===== config.mk =====
export PLATFORM = sky130hd
export DESIGN_NAME = prog_io
export DESIGN_NICKNAME = d
export VERILOG_FILES = /design/src/prog_io.v /design/src/line_edge_sync.v
export VERILOG_INCLUDE_DIRS = /design/src
export SDC_FILE = /design/constraint.sdc
export NUM_CORES = 1
export LEC_CHECK = 0
export ABC_AREA = 1
export BUFFER_PORTS_ARGS = -buffer_cell sky130_fd_sc_hd__buf_4
export CELL_PAD_IN_SITES_DETAIL_PLACEMENT = 0
export CELL_PAD_IN_SITES_GLOBAL_PLACEMENT = 1
export CORE_AREA = 8 8 243 245
export CTS_CLUSTER_DIAMETER = 40
export DETAILED_ROUTE_END_ITERATION = 7
export DIE_AREA = 0 0 251 253
export PLACE_DENSITY = 0.6
export REMOVE_ABC_BUFFERS = 1
export SLEW_MARGIN = 0
export SYNTH_ARGS = -nofsm -noshare
export SYNTH_HDL_FRONTEND = slang
export SYNTH_SLANG_ARGS = --single-unit

===== constraint.sdc =====
create_clock -name core_clk_in -period 4 [get_ports core_clk_in]
set_clock_uncertainty 0.2 [all_clocks]
set_input_delay 0.4 -clock core_clk_in [delete_from_list [all_inputs] [get_ports core_clk_in]]
set_output_delay 0.4 -clock core_clk_in [all_outputs]
set_load 0.05 [all_outputs]

===== src/prog_io_regs.vh =====
// constants for the programmable signal line block
// assumes a single 100 MHz clock and a parameter store with a request/ack port
`ifndef PROG_IO_REGS_VH
`define PROG_IO_REGS_VH
`define LINE_COUNT 4
`define ROLE_W 2
`define ROLE_OFF 2'h0
`define ROLE_INPUT 2'h1
`define ROLE_OUTPUT 2'h2
`define SEL_W 2
`define EDGE_NONE 2'h0
`define EDGE_RISE 2'h1
`define EDGE_FALL 2'h2
`define EDGE_BOTH 2'h3
`define CMP_EQ 2'h0
`define CMP_NE 2'h1
`define CMP_LT 2'h2
`define CMP_GT 2'h3
`define IDX_W 16
`define SUB_W 16
`define VAL_W 32
`define POLL_PERIOD_NS 1000
`define CLK_PERIOD_NS 10
`define POLL_CYCLES (`POLL_PERIOD_NS / `CLK_PERIOD_NS)
`endif


===== src/prog_io.v =====
// four programmable signal lines driving parameter-store accesses
// assumes a parameter store port: req/ack, read data valid with ack
//
// How it works
// - each line role: off, programmable input or programmable output
// - input lines watched continuously; edges detected before the line is granted merge into one access
// - input reacts to rising, falling or both edges; others ignored
// - one index/subindex pair targets both edge polarities
// - separate write values for rising and falling edge
// - edge access: read, AND mask, OR edge value, write back
// - zero mask writes the edge value unchanged
// - output config: index, subindex, mask, comparison value
// - four operators: equal, not equal, less, greater
// - output cycle: read, AND mask, compare, drive line
// - edge code 0 none, 1 rise, 2 fall, 3 both
// - compare code 0 eq, 1 ne, 2 lt, 3 gt
// - line high when comparison holds, low otherwise
`include "prog_io_regs.vh"
`timescale 1ns/1ps
`default_nettype none
module prog_io #(
  parameter POLL_CYCLES = `POLL_CYCLES
) (
  // clock and reset
  input wire core_clk_in,
  input wire rst_n_in,
  // per-line configuration, line n in slice n
  input wire [4*`ROLE_W-1:0] line_role_select_in,
  input wire [4*`IDX_W-1:0] target_param_index_in,
  input wire [4*`SUB_W-1:0] target_param_subindex_in,
  input wire [4*`VAL_W-1:0] access_mask_in,
  input wire [4*`SEL_W-1:0] edge_or_compare_select_in,
  input wire [4*`VAL_W-1:0] rise_value_or_compare_value_in,
  input wire [4*`VAL_W-1:0] fall_write_value_in,
  // signal lines
  input wire [3:0] line_in,
  output wire [3:0] line_out,
  output wire [3:0] line_oe_out,
  // parameter store port
  output wire param_req_out,
  output wire param_we_out,
  output wire [`IDX_W-1:0] param_index_out,
  output wire [`SUB_W-1:0] param_subindex_out,
  output wire [`VAL_W-1:0] param_wdata_out,
  input wire param_ack_in,
  input wire [`VAL_W-1:0] param_rdata_in,
  // status
  output wire [3:0] pending_out,
  output wire busy_out
);
  // ***********************************************
  // functions
  // ***********************************************
  function cmp_holds;
    input [`SEL_W-1:0] op;
    input [`VAL_W-1:0] a;
    input [`VAL_W-1:0] b;
    begin
      case (op)
        `CMP_EQ: cmp_holds = (a == b);
        `CMP_NE: cmp_holds = (a != b);
        `CMP_LT: cmp_holds = (a < b);
        `CMP_GT: cmp_holds = (a > b);
        default: cmp_holds = 1'b0;
      endcase
    end
  endfunction
  function edge_wanted;
    input [`SEL_W-1:0] sel;
    input rise;
    input fall;
    begin
      case (sel)
        `EDGE_NONE: edge_wanted = 1'b0;
        `EDGE_RISE: edge_wanted = rise;
        `EDGE_FALL: edge_wanted = fall;
        `EDGE_BOTH: edge_wanted = rise | fall;
        default: edge_wanted = 1'b0;
      endcase
    end
  endfunction
  function [`ROLE_W-1:0] role_of;
    input [4*`ROLE_W-1:0] roles;
    input [1:0] n;
    begin
      role_of = roles[n*`ROLE_W +: `ROLE_W];
    end
  endfunction

  // ***********************************************
  // edge capture
  // ***********************************************
  wire [3:0] rise_w;
  wire [3:0] fall_w;
  reg [3:0] pend_q;
  reg [3:0] pend_fall_q;
  reg [3:0] poll_due_q;
  reg [3:0] out_q;
  reg [15:0] poll_cnt_q;
  wire poll_tick;
  genvar g;
  generate
    for (g = 0; g < 4; g = g + 1) begin : g_sync
      line_edge_sync u_sync (
        .core_clk_in(core_clk_in),
        .rst_n_in(rst_n_in),
        .line_in(line_in[g]),
        .level_out(),
        .rise_out(rise_w[g]),
        .fall_out(fall_w[g])
      );
    end
  endgenerate

  // poll interval enable
  assign poll_tick = (poll_cnt_q == 16'h0000);
  always @(posedge core_clk_in) begin
    if (!rst_n_in) begin
      poll_cnt_q <= 16'h0000;
    end else if (poll_tick) begin
      poll_cnt_q <= POLL_CYCLES[15:0] - 16'h0001;
    end else begin
      poll_cnt_q <= poll_cnt_q - 16'h0001;
    end
  end

  // ***********************************************
  // access sequencer
  // ***********************************************
  localparam [3:0] ST_IDLE = 4'h1;
  localparam [3:0] ST_READ = 4'h2;
  localparam [3:0] ST_WRITE = 4'h4;
  localparam [3:0] ST_DONE = 4'h8;
  reg [3:0] state_q;
  reg [1:0] cur_q;
  reg cur_fall_q;
  reg [`VAL_W-1:0] wdata_q;
  reg [3:0] grant;
  reg [1:0] grant_idx;
  wire [3:0] work = pend_q | poll_due_q;
  integer i;
  always @* begin
    grant = 4'h0;
    grant_idx = 2'h0;
    for (i = 3; i >= 0; i = i - 1) begin
      if (work[i]) begin
        grant = 4'h0;
        grant[i] = 1'b1;
        grant_idx = i[1:0];
      end
    end
  end

  wire [`ROLE_W-1:0] cur_role = role_of(line_role_select_in, cur_q);
  wire [`VAL_W-1:0] cur_mask = access_mask_in[cur_q*`VAL_W +: `VAL_W];
  wire [`SEL_W-1:0] cur_sel = edge_or_compare_select_in[cur_q*`SEL_W +: `SEL_W];
  wire [`VAL_W-1:0] cur_v1 = rise_value_or_compare_value_in[cur_q*`VAL_W +: `VAL_W];
  wire [`VAL_W-1:0] cur_v2 = fall_write_value_in[cur_q*`VAL_W +: `VAL_W];
  // zero mask clears the read part, leaving only the edge value
  wire [`VAL_W-1:0] masked = param_rdata_in & cur_mask;
  wire [`VAL_W-1:0] edge_val = cur_fall_q ? cur_v2 : cur_v1;
  wire start = (state_q == ST_IDLE) && (work != 4'h0);
  wire finish = (state_q == ST_DONE);
  reg [3:0] done_mask;
  always @* begin
    done_mask = 4'h0;
    done_mask[cur_q] = finish;
  end

  // ***********************************************
  // parameter address
  // ***********************************************
  // captured at grant so the address cannot move under an access in flight
  reg [`IDX_W-1:0] index_q;
  reg [`SUB_W-1:0] subindex_q;
  always @(posedge core_clk_in) begin
    if (!rst_n_in) begin
      index_q <= 16'h0000;
      subindex_q <= 16'h0000;
    end else if (start) begin
      index_q <= target_param_index_in[grant_idx*`IDX_W +: `IDX_W];
      subindex_q <= target_param_subindex_in[grant_idx*`SUB_W +: `SUB_W];
    end
  end

  always @(posedge core_clk_in) begin
    if (!rst_n_in) begin
      state_q <= ST_IDLE;
      cur_q <= 2'h0;
      cur_fall_q <= 1'b0;
      wdata_q <= 32'h0000_0000;
      out_q <= 4'h0;
    end else begin
      case (state_q)
        ST_IDLE: begin
          if (start) begin
            cur_q <= grant_idx;
            cur_fall_q <= pend_fall_q[grant_idx];
            state_q <= ST_READ;
          end
        end
        ST_READ: begin
          if (param_ack_in) begin
            if (cur_role == `ROLE_INPUT) begin
              wdata_q <= masked | edge_val;
              state_q <= ST_WRITE;
            end else begin
              if (cur_role == `ROLE_OUTPUT) begin
                out_q[cur_q] <= cmp_holds(cur_sel, masked, cur_v1);
              end
              state_q <= ST_DONE;
            end
          end
        end
        ST_WRITE: begin
          if (param_ack_in) begin
            state_q <= ST_DONE;
          end
        end
        ST_DONE: begin
          state_q <= ST_IDLE;
        end
        default: begin
          state_q <= ST_IDLE;
        end
      endcase
    end
  end

  // ***********************************************
  // per-line pending flags
  // ***********************************************
  // pending clears when the line is granted, not when its access ends:
  // an edge arriving during the line's own access queues one more access
  reg [3:0] edge_ev;
  reg [3:0] is_output;
  reg [3:0] pend_d;
  reg [3:0] pend_fall_d;
  reg [3:0] poll_due_d;
  wire [3:0] take = start ? grant : 4'h0;
  integer n;
  always @* begin
    edge_ev = 4'h0;
    is_output = 4'h0;
    pend_d = pend_q;
    pend_fall_d = pend_fall_q;
    poll_due_d = poll_due_q;
    for (n = 0; n < 4; n = n + 1) begin
      is_output[n] = (role_of(line_role_select_in, n[1:0]) == `ROLE_OUTPUT);
      edge_ev[n] = (role_of(line_role_select_in, n[1:0]) == `ROLE_INPUT) &&
        edge_wanted(edge_or_compare_select_in[n*`SEL_W +: `SEL_W], rise_w[n], fall_w[n]);
      // set beats clear
      if (edge_ev[n]) begin
        pend_d[n] = 1'b1;
        pend_fall_d[n] = fall_w[n];
      end else if (take[n]) begin
        pend_d[n] = 1'b0;
      end
      // a tick before a running poll's done cycle is folded into it; set beats clear, so one in that cycle queues another
      if (poll_tick && is_output[n]) begin
        poll_due_d[n] = 1'b1;
      end else if (done_mask[n] || !is_output[n]) begin
        poll_due_d[n] = 1'b0;
      end
    end
  end

  always @(posedge core_clk_in) begin
    if (!rst_n_in) begin
      pend_q <= 4'h0;
      pend_fall_q <= 4'h0;
      poll_due_q <= 4'h0;
    end else begin
      pend_q <= pend_d;
      pend_fall_q <= pend_fall_d;
      poll_due_q <= poll_due_d;
    end
  end

  // ***********************************************
  // outputs
  // ***********************************************
  assign param_req_out = (state_q == ST_READ) || (state_q == ST_WRITE);
  assign param_we_out = (state_q == ST_WRITE);
  assign param_index_out = index_q;
  assign param_subindex_out = subindex_q;
  assign param_wdata_out = wdata_q;
  genvar k;
  generate
    for (k = 0; k < 4; k = k + 1) begin : g_oe
      assign line_oe_out[k] = (line_role_select_in[k*`ROLE_W +: `ROLE_W] == `ROLE_OUTPUT);
    end
  endgenerate
  assign line_out = out_q;
  assign pending_out = pend_q;
  assign busy_out = (state_q != ST_IDLE);
endmodule // prog_io
`default_nettype wire


===== src/line_edge_sync.v =====
// synchroniser and edge detector for one signal line
// assumes the line is asynchronous to core_clk_in
`timescale 1ns/1ps
`default_nettype none
module line_edge_sync (
  // clock and reset
  input wire core_clk_in,
  input wire rst_n_in,
  // line
  input wire line_in,
  // level and edges
  output wire level_out,
  output wire rise_out,
  output wire fall_out
);
  reg meta_q;
  reg sync_q;
  reg last_q;
  always @(posedge core_clk_in) begin
    if (!rst_n_in) begin
      meta_q <= 1'b0;
      sync_q <= 1'b0;
      last_q <= 1'b0;
    end else begin
      meta_q <= line_in;
      sync_q <= meta_q;
      last_q <= sync_q;
    end
  end
  assign level_out = sync_q;
  assign rise_out = sync_q & ~last_q;
  assign fall_out = ~sync_q & last_q;
endmodule // line_edge_sync
`default_nettype wire


==> results of run 1 <==
==> layout make-up <==
type                            instances  area [um^2]  area share
Antenna cell                            4         10.0    0.000643
Clock buffer                           17          425      0.0273
Clock inverter                         15          155     0.00997
Inverter                              148          558      0.0359
Multi-Input combinational cell       1116         5930       0.381
Sequential cell                       115         2300       0.148
Tap cell                              712          891      0.0572
Timing Repair Buffer                  695         5290       0.340
==> cells in the final DEF, fill, tap and decap left out, drive strengths merged, types with 2 or more instances in the layout <==
cell type,n
a221oi,13
o311ai,2
bufinv,2
nand4,19
a41oi,19
inv,152
nor3b,3
nor2,273
a22o,100
clkinvlp,3
o21ai,177
nand2,300
dlygate4sd3,4
a21oi,61
a311o,2
diode,4
buf,691
nor3,25
ha,41
dfxtp,115
o31ai,2
a22oi,3
nand3,23
a21o,2
o211ai,37
xor2,4
nand3b,2
clkinv,6
clkbuf,17
==> cell families (layout without fill, tap and decap cells) <==
kind of cell | count (synthesis) | in the layout | share of synthesized area
simple gates | 647 | 647 | 0.282
compound gates | 423 | 423 | 0.302
buf+inv | 243 | 875 | 0.104
flops | 115 | 115 | 0.251
fa+ha+maj | 41 | 41 | 0.0560
xor+xnor | 5 | 5 | 0.00478
other cells | 0 | 4 | 0
==> worst max-delay path: stages (launching register included) <==
cell     delay (ns)
dfxtp_1        0.50
inv_2          0.15
nand2_1        0.12
inv_2          0.19
buf_12         0.24
buf_4          0.20
a22o_1         0.18
o21ai_1        0.20
inv_1          0.07
ha_1           0.31
nand2_1        0.06
nor2_1         0.13
nand4_1        0.21
nor3b_1        0.30
nand2_1        0.09
nand3_1        0.15
nand3_1        0.10
nand2_1        0.08
inv_1          0.03
==> power by group <==
part / leakage, nW / switching, mW / total [mW] / internal, mW
Sequential: 0.939 / 0.137 / 1.49 / 1.36
Combinational: 6.54 / 2.55 / 4.06 / 1.51
Clock: 0.280 / 0.642 / 1.56 / 0.920
==> metal layers <==
layer,vias up,global-route usage,share of wire
met3,48,0.0399,0.057
met5,-,0,0
met4,0,0.0474,0.019
met1,6067,0.230,0.42
li1,6224,-,-
met2,430,0.348,0.51
==> final timing paths <==
| check | endpoint | slack [ns] | cells past startpoint |
|---|---|---|---|
| max | line_out[2] | 0.37 | 18 |
| min | state_q[2] | 0.05 | 4 |
| max reg2reg | line_out[2] | 0.37 | 18 |
| min reg2reg | g_sync[2].u_sync.level_out | 0.21 | 2 |
==> repair_timing <==
action                                 CTS  global route
setup endpoints to repair                0             4
hold buffers                             4             0
resized for setup                        0             2
endpoints found under the hold margin    4             0
==> registers in the layout (all words and copies together), names as in the netlist <==
signal	flops
param_index_out	16
cur_q	2
g_sync.u_sync.last_q	4
state_q	4
cur_fall_q	1
pend_fall_q	4
g_sync.u_sync.meta_q	4
line_out	4
poll_cnt_q	16
param_subindex_out	16
poll_due_q	4
pending_out	4
param_wdata_out	32
g_sync.u_sync.level_out	4
==> impl_metrics.env, run 1 <==
export IMPL_outcome="complete, no violations"
export IMPL_first_global_vias=13000
export IMPL_dieArea_um2=63500
export IMPL_drive_gt1_frac=0.352
export IMPL_synth_common_cells="nand2_1, nor2_1, o21ai_0"
export IMPL_path_class="flop to flop"
export IMPL_maxSlewViolCount=0
export IMPL_instances_no_fill=2822
export IMPL_cp_max_fo=47
export IMPL_postCtsSetupRepairBufs=0
export IMPL_netlist_area_um2=9160
export IMPL_syn_avg_cell_area_um2=6.21
export IMPL_power_leakage_nw=7.76
export IMPL_die_h_um=253
export IMPL_grt_total_usage=0.192
export IMPL_ys_async_sr_fraction=0
export IMPL_syn_to_final_growth_pct=69.9
export IMPL_tritoncts="yes"
export IMPL_final_cell_area_um2=15600
export IMPL_max_slew_margin=0.370
export IMPL_rsz0062_at_grt="false"
export IMPL_hold_slack_ns=0.0478
export IMPL_final_core_util=0.280
export IMPL_start_util=0.165
export IMPL_dp_cells=2782
export IMPL_synth_cell_type_count=41
export IMPL_power_total_mw=7.11
export IMPL_synth_flop_cell="dfxtp_1"
export IMPL_drt_wl_total_mm=64.2
export IMPL_nNetsFinal=2701
export IMPL_dpl_cell_area_um2=14900
export IMPL_clock_root_buffer="clkbuf_16"
export IMPL_io_buffer_count=645
export IMPL_hold_viol_final=0
export IMPL_cts_buffers=17
export IMPL_post_route_period_util=0.909
export IMPL_place_hpwl_mm=53.4
export IMPL_max_cap_viol_count=0
export IMPL_fin_tns_setup_ns=0
export IMPL_setup_slack_ns=0.365
export IMPL_cts_buffer_depth=2
export IMPL_worstMarginPinSlew_ns=0.943
export IMPL_setup_viol=0
export IMPL_cp_startpoint="cur_q[0]"
export IMPL_grt_max_degree=69
export IMPL_startpoint_type="flop"
export IMPL_hold_class="primary input to flop"
export IMPL_clock_latency_ns=0.44
export IMPL_drtIter0Drc=737
export IMPL_period_minus_slack_ns=3.63
export IMPL_yosys_register_bits=115
export IMPL_worstHoldStart="param_ack_in"
export IMPL_cp_required_ns=4.13
export IMPL_viasPerCell=4.52
export IMPL_rows=87
export IMPL_synth_warnings=0
export IMPL_fmax_mhz=275
export IMPL_core_area_um2=55500
export IMPL_htree_num_levels=4
export IMPL_fillCellCount=6228
export IMPL_ys_seq_area_frac=0.251
export IMPL_reg2reg_from="cur_q[0]"
export IMPL_firstDrtPassIters=5
export IMPL_place_worst_setup_slack_ns=0.130
export IMPL_drc=0
export IMPL_io_pins=646
export IMPL_grt_overflow=0
export IMPL_critPathCaptureType="flop"
export IMPL_peakVddDrop_mv=0.242
export IMPL_synth_top_area_frac=0.251
export IMPL_die_w_um=251
export IMPL_power_density_nw_per_um2=457
export IMPL_synth_edff_count=0
export IMPL_antenna_found_initial=4
export IMPL_synth_cells=1474
export IMPL_vias=12800
export IMPL_drt_antenna_violating_nets=0
export IMPL_wl_per_cell_um=22.7
export IMPL_yosys_top_cells_area="dfxtp_1, nand2_1, nor2_1, a22o_1, o21ai_0"
export IMPL_yosys_area_top_type="dfxtp_1"
export IMPL_cts_sinks=115
export IMPL_arrival_ns=3.76
export IMPL_place_gp_congestion=1.04
export IMPL_grt_pass1_wl_mm=90.8
export IMPL_synth_most_common_cell="nand2_1"
export IMPL_cts_clk_slew_worst_paths_ns=0.06
(Power assumes the default switching activity.)
==> inputs of run 2 (changes only) <==
==> constraint.sdc (replaced) <==
create_clock -name core_clk_in -period 4 [get_ports core_clk_in]
set_clock_uncertainty 0.2 [all_clocks]
set_input_delay 0.6 -clock core_clk_in [delete_from_list [all_inputs] [get_ports core_clk_in]]
set_output_delay 0.6 -clock core_clk_in [all_outputs]
set_load 0.05 [all_outputs]
==> run 2 against run 1 <==
  * Sequential share of layout area barely moved
  * Largest cell class unchanged
  * Sequential power barely moved
  * Worst hold slack improved by 0.095 ns
  * Clock power rose by 7%
  * Design area rose by 0.13%
  * Die area did not move
  * Highest routed layer unchanged
  * Worst setup slack got worse by 0.0082 ns
  * Register-to-register slack barely moved
  * Wire length rose by 0.14%
  * Flip-flop and latch count did not move
==> impl_metrics.env, run 2 (synthesis results as in run 1) <==
export IMPL_setup_viol=0
export IMPL_grt_pass1_wl_mm=90.8
export IMPL_fmax_mhz=274
export IMPL_largest_reg_flops=32
export IMPL_vias=12900
export IMPL_path_class="flop to flop"
export IMPL_wl_per_cell_um=22.7
export IMPL_critPathCapture="line_out[0]"
export IMPL_cts_sinks=115
export IMPL_fin_tns_setup_ns=0
export IMPL_first_global_vias=12900
export IMPL_peakVddDrop_mv=0.223
export IMPL_clock_root_buffer="clkbuf_16"
export IMPL_drt_antenna_violating_nets=0
export IMPL_postCtsSetupRepairBufs=0
export IMPL_start_util=0.165
export IMPL_final_common_cell="buf_4"
export IMPL_r2r_slack_ns=0.36
export IMPL_dieArea_um2=63500
export IMPL_final_cell_area_um2=15600
export IMPL_clock_latency_ns=0.44
export IMPL_max_slew_margin=0.349
export IMPL_reg2reg_from="cur_q[0]"
export IMPL_htree_num_levels=4
export IMPL_dpl_cell_area_um2=14900
export IMPL_nNetsFinal=2697
export IMPL_place_hpwl_mm=53.3
export IMPL_firstDrtPassIters=5
export IMPL_rows=87
export IMPL_place_gp_congestion=1.04
export IMPL_cts_hold_buf=0
export IMPL_antenna_found_initial=10
export IMPL_hold_viol_final=0
export IMPL_maxSlewViolCount=0
export IMPL_syn_to_final_growth_pct=70.1
export IMPL_viasPerCell=4.56
export IMPL_tritoncts="yes"
export IMPL_rsz0062_at_grt="false"
export IMPL_hold_slack_ns=0.143
export IMPL_io_buffer_count=645
export IMPL_power_leakage_nw=7.77
export IMPL_cts_clk_slew_worst_paths_ns=0.07
export IMPL_arrival_ns=3.77
export IMPL_drtIter0Drc=821
export IMPL_drc=0
export IMPL_cp_startpoint="cur_q[0]"
export IMPL_cp_required_ns=4.13
export IMPL_grt_overflow=0
export IMPL_grt_max_degree=69
export IMPL_worstMarginPinSlew_ns=0.974
export IMPL_grt_total_usage=0.192
export IMPL_drive_gt1_frac=0.353
export IMPL_drt_wl_total_mm=64.2
export IMPL_final_cell_mix="buf_4, nand2_1, nor2_1"
export IMPL_die_h_um=253
export IMPL_die_w_um=251
export IMPL_max_cap_viol_count=0
export IMPL_period_minus_slack_ns=3.64
export IMPL_hold_class="primary input to flop"
export IMPL_io_pins=646
export IMPL_post_route_period_util=0.911
export IMPL_cts_buffer_depth=2
export IMPL_cts_buffers=17
export IMPL_cp_max_fo=17
export IMPL_power_density_nw_per_um2=464
export IMPL_reg2reg_to="line_out[0]"
export IMPL_startpoint_type="flop"
export IMPL_core_area_um2=55500
export IMPL_rr_worst_depth=17
export IMPL_critPathCaptureType="flop"
export IMPL_outcome="complete, no violations"
## run 2: area by class of cell
cell class                 instances  area, um^2
clock inverter                    13         173
clock buffer                      19         453
inverter                         148         558
sequential                       115        2300
antenna                           10        25.0
multi-input combinational       1116        5930
timing repair buffer             691        5250
fill                            6224       39900
tap                              712         891
## run 2: through the flow
stage	setup WS, ns	total power, mW	utilization	instances
after floorplan	-0.342	3.89	-	1379
after global placement	0.195	5.62	0.269	2782
after detailed placement	0.172	5.61	0.269	2782
after CTS	0.139	7.35	0.280	2814
after global routing	0.0508	7.83	0.281	2822
final	0.357	7.23	0.281	2824
## run 2: worst min path at each step
stage	from	endpoint	slack (ns)	cells after the start
4_1_cts	line_in[0]	g_sync[0].u_sync.meta_q	0.10	3
5_1_grt	line_in[1]	g_sync[1].u_sync.meta_q	0.11	3
3_3_place_gp	g_sync[0].u_sync.meta_q	g_sync[0].u_sync.level_out	0.20	2
2_1_floorplan	g_sync[0].u_sync.meta_q	g_sync[0].u_sync.level_out	0.19	2
6_report	line_in[0]	g_sync[0].u_sync.meta_q	0.14	3
3_5_place_dp	g_sync[1].u_sync.meta_q	g_sync[1].u_sync.level_out	0.21	2
## run 2: critical path, cell delays in order, from the launching register on
cell and delay (ns):
dfxtp_1 0.50, inv_2 0.15, nand2_1 0.12, inv_2 0.20, buf_4 0.22, a22o_1 0.17
o21ai_0 0.42, inv_1 0.10, ha_1 0.30, nand4_1 0.26, nor3b_2 0.34, nand2_1 0.09
nand2_1 0.08, nand2_1 0.05, nand2_1 0.11, nand3_1 0.08, nand2_1 0.08, inv_1 0.04
## run 2: what timing repair did
| item | in CTS | in global routing |
|---|---|---|
| endpoints found under the hold margin | 0 | 0 |
| gates resized for setup | 0 | 2 |
| endpoints found under the setup margin | 0 | 4 |
## run 2: per-layer routing
| metal | vias up | share of wire | global-route usage |
|---|---|---|---|
| met2 | 443 | 0.51 | 0.342 |
| met3 | 42 | 0.060 | 0.0453 |
| met4 | 0 | 0.015 | 0.0424 |
| li1 | 6227 | - | - |
| met1 | 6169 | 0.42 | 0.232 |
| met5 | - | 0 | 0 |
## run 2: power breakdown
group	leakage (nW)	total [mW]	switching [mW]	internal [mW]
combinational	6.52	4.06	2.55	1.51
clock	0.305	1.67	0.647	1.02
sequential	0.939	1.49	0.138	1.36
